## src/hdl/sbclk_pkg.sv

```systemverilog
// shared constants for the southbridge clock unit
package sbclk_pkg;
  localparam int unsigned ISA_DIV          = 4;       // pci clock divided by four
  localparam int unsigned ISA_HALF         = ISA_DIV / 2;
  localparam int unsigned MCLK_HZ          = 25000000;
  localparam int unsigned SUS_CLK_HZ       = 32768;
  // mclk cycles per suspend clock half period; the unit takes its suspend clock from the rtc sample instead
  localparam int unsigned SUS_HALF_CYC     = MCLK_HZ / (2 * SUS_CLK_HZ);
  localparam logic        ISA_CLK_RST      = 1'b0;
  localparam logic        SUS_CLK_RST      = 1'b0;
  localparam int unsigned TMR_WATCH_CYC    = 64;      // mclk cycles without edge = stopped
  typedef enum logic [1:0] {SBCLK_RUN, SBCLK_POS, SBCLK_STD_OFF} sbclk_pwr_t;
endpackage

```

## src/hdl/sbclk_sync_if.sv

```systemverilog
// synchronised clock samples passed between unit modules
`timescale 1ns/10ps
interface sbclk_sync_if;
  logic pci_rise;  // one-cycle pulse on pci clock rising edge
  logic rtc_level; // synchronised rtc oscillator level
  logic tmr_rise;  // one-cycle pulse on timer ref rising edge
  modport src (output pci_rise, rtc_level, tmr_rise);
  modport dst (input  pci_rise, rtc_level, tmr_rise);
endinterface

```

## src/hdl/sbclk_edge_sync.sv

```systemverilog
// two-flop synchronisers for external clocks, rising edge detectors for the pci and timer clocks only
`timescale 1ns/10ps
module sbclk_edge_sync (
  input  wire logic mclk_in,     // system clock
  input  wire logic sys_rst_in,  // sync reset, active high
  input  wire logic pci_clk_in,  // raw pci clock
  input  wire logic rtc_clk_in,  // raw rtc oscillator
  input  wire logic tmr_clk_in,  // raw timer reference
  sbclk_sync_if.src sync         // synchronised samples
);
  logic [2:0] pci_s_r;
  logic [2:0] rtc_s_r;
  logic [2:0] tmr_s_r;

  always_ff @(posedge mclk_in) begin
    if (sys_rst_in) begin
      rtc_s_r <= 3'h0;
      tmr_s_r <= 3'h0;
    end else begin
      rtc_s_r <= {rtc_s_r[1:0], rtc_clk_in};
      tmr_s_r <= {tmr_s_r[1:0], tmr_clk_in};
    end
  end

  // pci chain has no reset: the isa clock must keep running through reset
  always_ff @(posedge mclk_in) begin
    pci_s_r <= {pci_s_r[1:0], pci_clk_in};
  end

  // only stages 1 and 2 feed logic; stage 0 is the metastability catcher
  assign sync.pci_rise  = pci_s_r[1] & ~pci_s_r[2]; // [RULE2]
  assign sync.rtc_level = rtc_s_r[1];
  assign sync.tmr_rise  = tmr_s_r[1] & ~tmr_s_r[2];
endmodule

```

## src/hdl/sbclk_unit.sv

```systemverilog
// southbridge clock unit: isa clock divider, suspend clock, timer clock watch
`timescale 1ns/10ps
// Behaviour
// [RULE1] outside source supplies free-running pci clock at 30 or 33 MHz
// [RULE2] pci signals sampled on pci clock rising edge
// [RULE3] system keeps pci clock toggling at all times
// [RULE4] isa clock is pci clock divided by four
// [RULE5] isa clock therefore runs at 7.5 or 8.33 MHz
// [RULE6] isa clock low phase may stretch so address latch falls on rising edge
// [RULE7] isa clock runs in and after reset, held low in power-on-suspend
// [RULE8] 32.768 kHz suspend clock goes out to the host bridge
// [RULE9] suspend clock stops in suspend-to-disk and soft-off
// [RULE10] timer reference clock may stop in suspend without harm
// [RULE11] suspend clock taken from the always-running rtc oscillator
module sbclk_unit
  import sbclk_pkg::*;
(
  input  wire logic mclk_in,                   // 25 MHz system clock
  input  wire logic sys_rst_in,                // sync reset, active high
  input  wire logic pci_bus_clock_in,          // free-running pci clock pin
  input  wire logic timer_ref_clock_in,        // timer reference clock pin
  input  wire logic rtc_crystal_in,            // rtc oscillator level
  input  wire logic isa_stretch_req_in,        // hold isa clock low (latch align)
  input  wire logic pwr_on_suspend_in,         // system in power-on-suspend
  input  wire logic pwr_std_off_in,            // suspend-to-disk or soft-off
  output logic      isa_bus_clock_out,         // isa reference clock
  output logic      suspend_refresh_clock_out, // 32.768 kHz to host bridge
  output logic      rtc_crystal_out,           // rtc oscillator drive
  output logic      timer_clk_stopped_out,     // timer reference seen stopped
  output logic      timer_tick_out             // one pulse per timer ref rising edge
);
  sbclk_sync_if sync ();
  sbclk_edge_sync u_sync (
    .mclk_in    (mclk_in),
    .sys_rst_in (sys_rst_in),
    .pci_clk_in (pci_bus_clock_in),
    .rtc_clk_in (rtc_crystal_in),
    .tmr_clk_in (timer_ref_clock_in),
    .sync       (sync)
  );

  sbclk_pwr_t pwr_r;
  logic [1:0] isa_cnt_r;
  logic       isa_clk_r;
  logic       sus_clk_r;
  logic       rtc_inv_r;
  logic [6:0] tmr_idle_r;
  logic       tmr_stop_r;
  logic       tick_r;

  always_ff @(posedge mclk_in) begin
    if (sys_rst_in) begin
      pwr_r <= SBCLK_RUN;
    end else if (pwr_std_off_in) begin
      pwr_r <= SBCLK_STD_OFF;
    end else if (pwr_on_suspend_in) begin
      pwr_r <= SBCLK_POS;
    end else begin
      pwr_r <= SBCLK_RUN;
    end
  end

  // divider counts pci rising edges; it keeps running through reset so the
  // isa clock never stops while reset is asserted
  always_ff @(posedge mclk_in) begin
    if (pwr_r == SBCLK_POS) begin
      isa_cnt_r <= 2'h0;
      isa_clk_r <= ISA_CLK_RST; // [RULE7]
    end else if (sync.pci_rise) begin
      if (isa_cnt_r == 2'(ISA_HALF - 1)) begin
        if (!isa_clk_r && isa_stretch_req_in) begin
          isa_clk_r <= 1'b0; // [RULE6]
        end else begin
          isa_cnt_r <= 2'h0;
          isa_clk_r <= ~isa_clk_r; // [RULE4] [RULE5]
        end
      end else if (isa_cnt_r < 2'(ISA_HALF - 1)) begin
        isa_cnt_r <= isa_cnt_r + 2'h1;
      end else begin
        // unknown or unused count after power-up: realign rather than lock up
        isa_cnt_r <= 2'h0;
        isa_clk_r <= ISA_CLK_RST;
      end
    end
  end

  // suspend clock follows the rtc oscillator, which never stops
  always_ff @(posedge mclk_in) begin
    if (sys_rst_in || pwr_r == SBCLK_STD_OFF) begin
      sus_clk_r <= SUS_CLK_RST; // [RULE9]
    end else begin
      sus_clk_r <= sync.rtc_level; // [RULE8] [RULE11]
    end
  end

  always_ff @(posedge mclk_in) begin
    if (sys_rst_in) begin
      rtc_inv_r <= 1'b1;
    end else begin
      rtc_inv_r <= ~sync.rtc_level;
    end
  end

  // timer reference watch: a stopped clock only raises a flag, never hangs
  always_ff @(posedge mclk_in) begin
    if (sys_rst_in) begin
      tmr_idle_r <= 7'h0;
      tmr_stop_r <= 1'b0;
      tick_r     <= 1'b0;
    end else begin
      tick_r <= sync.tmr_rise;
      if (sync.tmr_rise) begin
        tmr_idle_r <= 7'h0;
        tmr_stop_r <= 1'b0;
      end else if (tmr_idle_r == 7'(TMR_WATCH_CYC)) begin
        tmr_stop_r <= 1'b1; // [RULE10]
      end else begin
        tmr_idle_r <= tmr_idle_r + 7'h1;
      end
    end
  end

  assign isa_bus_clock_out         = isa_clk_r;
  assign suspend_refresh_clock_out = sus_clk_r;
  assign rtc_crystal_out           = rtc_inv_r;
  assign timer_clk_stopped_out     = tmr_stop_r;
  assign timer_tick_out            = tick_r;
endmodule

```

## config.mk

```make
export PLATFORM = sky130hd
export DESIGN_NAME = sbclk_unit
export DESIGN_NICKNAME = d
export VERILOG_FILES = /design/src/hdl/sbclk_pkg.sv /design/src/hdl/sbclk_sync_if.sv /design/src/hdl/sbclk_edge_sync.sv /design/src/hdl/sbclk_unit.sv
export SDC_FILE = /design/constraint.sdc
export NUM_CORES = 1
export LEC_CHECK = 0
export BUFFER_PORTS_ARGS = -buffer_cell sky130_fd_sc_hd__buf_2
export CAP_MARGIN = 20
export CORE_MARGIN = 5
export CORE_UTILIZATION = 25
export CTS_BUF_LIST = sky130_fd_sc_hd__clkbuf_4 sky130_fd_sc_hd__clkbuf_8
export DETAILED_ROUTE_END_ITERATION = 7
export GPL_TIMING_DRIVEN = 0
export REMOVE_ABC_BUFFERS = 1
export SETUP_SLACK_MARGIN = 0.1
export SLEW_MARGIN = 20
export SYNTH_ARGS = -nofsm -noshare
export SYNTH_HDL_FRONTEND = slang
export SYNTH_SLANG_ARGS = --single-unit
export TNS_END_PERCENT = 100
```

## constraint.sdc

```tcl
create_clock -name mclk_in -period 1.6 [get_ports mclk_in]
set_input_delay 0.16 -clock mclk_in [delete_from_list [all_inputs] [get_ports mclk_in]]
set_output_delay 0.16 -clock mclk_in [all_outputs]
set_load 0.02 [all_outputs]
```

# Yosys cells after proc, flatten, opt, wreduce, memory -nomap -nowiden
# Cells that the tools add are included.
# W data, S select, Z words.
dict set report op_classes {
  n_reduce_logical 7
  n_mux 8
  bitwise 6
  n_eq_ne 6
  n_addsub 2
  n_lt_le_gt_ge 1
}
# operator count
set op_table {}
lappend op_table {{$mux W2} 4}
lappend op_table {{$add A7 B1 Y7 const B} 1}
lappend op_table {{$eq A7 B7 Y1 const B} 1}
lappend op_table {{$eq A2 B1 Y1 const B} 2}
lappend op_table {{$mux W1} 4}
lappend op_table {{$ne A2 B2 Y1 const B} 2}
lappend op_table {{$not A1 Y1} 4}
lappend op_table {{$reduce_and A2 Y1} 2}
lappend op_table {{$reduce_or A2 Y1} 2}
lappend op_table {{$add A2 B1 Y2 const B} 1}
lappend op_table {{$and A1 B1 Y1} 2}
lappend op_table {{$eq A2 B2 Y1 const B} 1}
lappend op_table {{$lt A2 B1 Y1 const B} 1}
lappend op_table {{$logic_and A1 B1 Y1} 1}
lappend op_table {{$logic_not A1 Y1} 1}
lappend op_table {{$logic_or A1 B1 Y1} 1}
dict set report totals {
  wordCells 42
  output_inout_bits 5
  inputBits 8
  regBits 24
}

# Depth between registers and ports, before layout
dict set report depth {
  depth_word 4
  mapped_depth 5
  depth_no_buf 5
}

# Modules after synthesis
# From an unflattened synthesis, not the netlist that was laid out.
dict set report unflattened {
  cells_unflattened 88
  hier_area_um2 915.9
}
# mod seq_area_each_um2 area_per_inst_um2 cells_each n_inst
set by_module_without_submodules {}
lappend by_module_without_submodules {sbclk_unit 320.3 711.9 73 1}
lappend by_module_without_submodules {sbclk_edge_sync 160.2 203.9 15 1}

# Worst setup path after synthesis
# Ideal clock, no wire load.
dict set report synth_path {
  path_kind {register to register}
  from {register tmr_idle_r[1]}
  to {register tmr_idle_r[6]}
  path_stages_with_launch 5
  slack_ns 0.424
  setup_ns 0.071
  synth_period_minus_slack_ns 1.176
  required_ns 1.529
  arrival_ns 1.104
  path_buffers 0
  path_cell_list {dfxtp_1 -> ha_1 -> nand3_1 -> or3_1 -> a21oi_1}
}
dict set report synth_between {
  elab_chain_len 1
  elab_cells_between_ends 2
  classes_between {1 x add/sub; 1 x eq/ne}
}
# element line_no
set synth_rtl {}
lappend synth_rtl {{start: declaration} sbclk_unit.sv:47} ;# logic [6:0] tmr_idle_r;
lappend synth_rtl {{start signal: assignment} sbclk_unit.sv:118} ;# tmr_idle_r <= tmr_idle_r + 7'h1;
lappend synth_rtl {{$add A7 B1 Y7 or $eq A7 B7 Y1 (tied branches)} {sbclk_unit.sv:118, sbclk_unit.sv:115}}
# Parallel ways exist; a longest one is shown, timed or not.
# A chain may end at the register's enable or synchronous reset.

# Worst setup path in the final report
dict set report layout_path {
  from {register tmr_idle_r[2]}
  to {register tmr_idle_r[1]}
}
dict set report layout_between {
  elab_chain_len 1
}
# element line_no
set layout_rtl {}
lappend layout_rtl {{$eq A7 B7 Y1} sbclk_unit.sv:115} ;# end else if (tmr_idle_r == 7'(TMR_WATCH_CYC)) begin
# No other way between the ends.

==> impl_metrics.env <==
export IMPL_synth_area_top_cells="dfxtp_1, ha_1, nor2b_1, o211ai_1, inv_1"
export IMPL_rr_startpoint="tmr_idle_r[2]$_SDFFE_PP0P_"
export IMPL_p_int_mw=1.012
export IMPL_switchingPower_uw=342.3
export IMPL_hold_depth=2
export IMPL_end_kind="register"
export IMPL_cts_clk_slew_worst_paths_ps=140
export IMPL_layout_setup_ws_ps=303.5
export IMPL_root_buffer="clkbuf_4"
export IMPL_nNetsFinal=118
export IMPL_post_route_drc_count=0
export IMPL_dieWidth_um=69.78
export IMPL_critPathRequiredTime_ps=1860
export IMPL_portBuffers=12
export IMPL_ys_seq_area_share_pct=53.78
export IMPL_min_from="pwr_std_off_in"
export IMPL_synth_cell_types=26
export IMPL_multi_input_area_um2=386.6
export IMPL_firstDrtPassIters=4
export IMPL_synth_cell_area_um2=893.4
export IMPL_rrSetupSlack_ps=300
export IMPL_drtIter0Drc=24
export IMPL_ys_warn_count=0
export IMPL_viasPerCell=4.333
export IMPL_diodes=0
export IMPL_syn_inst=87
export IMPL_skew_ps=14.58
export IMPL_fp_dieH_um=69.78
export IMPL_layout_min_cycle_time_ps=1297
export IMPL_finalSetupTns_ps=0
export IMPL_cap_violations=0
export IMPL_avgSynthCellArea_um2=10.27
export IMPL_clkPwrFrac_pct=31.7
export IMPL_timing_fmax_mhz=771.3
export IMPL_grt_pass1_wl_mm=2.428
export IMPL_hold_viol_final=0
export IMPL_timing_rr_end="tmr_idle_r[1]$_SDFFE_PP0P_"
export IMPL_placed_area_um2=1011
export IMPL_drive_above_1_share_pct=18.27
export IMPL_h_tree_depth=1
export IMPL_dpl_hpwl_mm=1.076
export IMPL_period_share_pct=81.03
export IMPL_synth_largest_area_cell="dfxtp_1"
export IMPL_drtAntennaViolNets=0
export IMPL_maxSlewHeadroom_pct=61.70
export IMPL_synth_top_area_share_pct=53.78
export IMPL_cts_path_max_buffers=2
export IMPL_area_growth_pct=20.17
export IMPL_initial_core_util_pct=26.36
export IMPL_whs_endpoint="pwr_r[0]$_SDFF_PP0_"
export IMPL_p_seq_share_pct=50.4
export IMPL_cts_resized=0
export IMPL_power_mw=1.354
export IMPL_crit_fanout=4
export IMPL_setup_viol=0
export IMPL_numCtsBuffers=3
export IMPL_cts_tree="done"
export IMPL_cts_setup_buffers=0
export IMPL_antenna_found_initial=0
export IMPL_grt_pass1_vias=612
export IMPL_dieArea_um2=4869
export IMPL_clk_latency_ps=310
export IMPL_power_share_combinational_pct=17.9
export IMPL_fin_util_pct=31.67
export IMPL_path_class="reg -> reg"
export IMPL_fill_cells=348
export IMPL_core_um2=3390
export IMPL_ys_seq_elements=24
export IMPL_status="completed"
export IMPL_r2r_cells=3
export IMPL_power_switching_fraction_pct=25.28
export IMPL_slew_violations=0
export IMPL_holdBufCountCts=1
export IMPL_io_pins=13
export IMPL_clock_sinks=24
export IMPL_p_per_area_nw_per_um2=1261
export IMPL_drt_total_wl_mm=1.396
export IMPL_pre_cts_slack_ps=319.3
export IMPL_leakagePower_nw=0.4233
export IMPL_tightest_slew_ps=570.6
export IMPL_rsz0062_at_grt="no"
export IMPL_grt_start_max_net_pins=15
export IMPL_design_area_um2=1074
export IMPL_wl_per_cell_um=9.307
export IMPL_routabilityCongestion=0.7332
export IMPL_grtUsageTotal_pct=6.054
export IMPL_critPathLaunchType="register"
export IMPL_rows=21
export IMPL_ir_drop_v=0.0006015
export IMPL_arrival_ps=1550
export IMPL_ff_latch_area_um2=480.5
export IMPL_num_vias=650
export IMPL_hold_class="in -> reg"
export IMPL_grt_ovfl_total=0
-- cell families (layout without fill, tap and decap cells) --
logic type / count (synthesis) / in the layout / synth area share (%)
AO/OA/AOI/OAI: 16 / 16 / 11.20
adder cells (fa/ha/maj): 5 / 5 / 7.003
flip-flops: 24 / 24 / 53.78
XOR/XNOR: 3 / 3 / 2.942
AND/OR/NAND/NOR: 31 / 31 / 21.01
multiplexers: 1 / 1 / 1.120
buffers and inverters: 7 / 24 / 2.942
-- cells in the mapped netlist --
cell      number
dfxtp_1       24
inv_1          7
a21oi_1        5
ha_1           5
nor2b_1        5
nand2_1        4
nand3_1        4
nor3_1         4
o211ai_1       4
nand2b_1       3
nor2_1         2
o21a_1         2
o21ai_0        2
o31ai_1        2
or3_1          2
xor2_1         2
and2_1         1
and2_4         1
and3b_1        1
mux2i_1        1
nor3b_1        1
nor3b_2        1
nor4_1         1
nor4_2         1
o21ai_1        1
xnor2_1        1
-- registers in the layout, summed over array words and instances (netlist names) --
register / count
tmr_idle_r: 7
timer_clk_stopped_out: 1
timer_tick_out: 1
isa_bus_clock_out: 1
u_sync.pci_s_r: 3
pwr_r: 2
u_sync.tmr_s_r: 3
isa_cnt_r: 2
suspend_refresh_clock_out: 1
rtc_crystal_out: 1
u_sync.rtc_s_r: 2
-- routing by layer --
layer  vias to the layer above  GRT usage [%]  routed length [um]
met4                         0          2.553                  10
met2                        17          11.23                 736
met5                         -              0                   0
met3                         2          1.739                  63
li1                        334              -                   -
met1                       297          6.261                 586
-- cell type report --
class	count	share of cell area, %
clock inverter	1	2.797
timing repair buffer	13	6.527
sequential	24	44.76
clock buffer	3	2.098
inverter	7	2.448
tap	46	5.361
multi-input combinational	56	36.01
-- power groups by stage --
| stage | clock network (mW) | logic (mW) | registers, mW |
|---|---|---|---|
| 6_report | 0.430 | 0.242 | 0.682 |
| 5_1_grt | 0.465 | 0.280 | 0.692 |
| 4_1_cts | 0.443 | 0.241 | 0.683 |
| 3_5_place_dp | 0 | 0.238 | 0.696 |
| 3_3_place_gp | 0 | 0.224 | 0.694 |
| 2_1_floorplan | 0 | 0.167 | 0.702 |
-- worst max-delay path, stage by stage, from the launching register on --
cell and delay (ps):
dfxtp_1 370, nor4_2 450, and2_4 250, mux2i_1 170
-- stage by stage --
step                instances  hold WS, ps
detailed placement        145        267.1
finish                    150        16.61
CTS                       150        6.756
global placement          145        264.3
global route              150       0.9680
floorplan                  87        187.7
-- worst max path at each step --
stage | startpoint | to | slack [ps] | depth (start not counted)
after global placement | tmr_idle_r[1]$_SDFFE_PP0P_ | tmr_idle_r[6]$_SDFFE_PP0P_ | 360 | 4
final | tmr_idle_r[2]$_SDFFE_PP0P_ | tmr_idle_r[1]$_SDFFE_PP0P_ | 300 | 3
after global routing | tmr_idle_r[1]$_SDFFE_PP0P_ | tmr_idle_r[6]$_SDFFE_PP0P_ | 230 | 4
after CTS | tmr_idle_r[2]$_SDFFE_PP0P_ | tmr_idle_r[1]$_SDFFE_PP0P_ | 280 | 3
after detailed placement | tmr_idle_r[2]$_SDFFE_PP0P_ | tmr_idle_r[1]$_SDFFE_PP0P_ | 320 | 3
after floorplan | tmr_idle_r[1]$_SDFFE_PP0P_ | tmr_idle_r[6]$_SDFFE_PP0P_ | 420 | 4
-- layout by cell type, fill, tap and decap left out --
cell           synthesis  final
a21oi_1                5      5
and2_1                 1      1
and2_4                 1      1
and3b_1                1      1
buf_2                  0     12
bufinv_16              0      1
clkbuf_4               0      3
dfxtp_1               24     24
dlygate4sd3_1          0      1
ha_1                   5      5
inv_1                  7      7
mux2i_1                1      1
nand2_1                4      4
nand2b_1               3      3
nand3_1                4      4
nor2_1                 2      2
nor2b_1                5      5
nor3_1                 4      4
nor3b_1                1      1
nor3b_2                1      1
nor4_1                 1      1
nor4_2                 1      1
o211ai_1               4      4
o21a_1                 2      2
o21ai_0                2      2
o21ai_1                1      1
o31ai_1                2      2
or3_1                  2      2
xnor2_1                1      1
xor2_1                 2      2
Power figures use the tool's default switching activity.
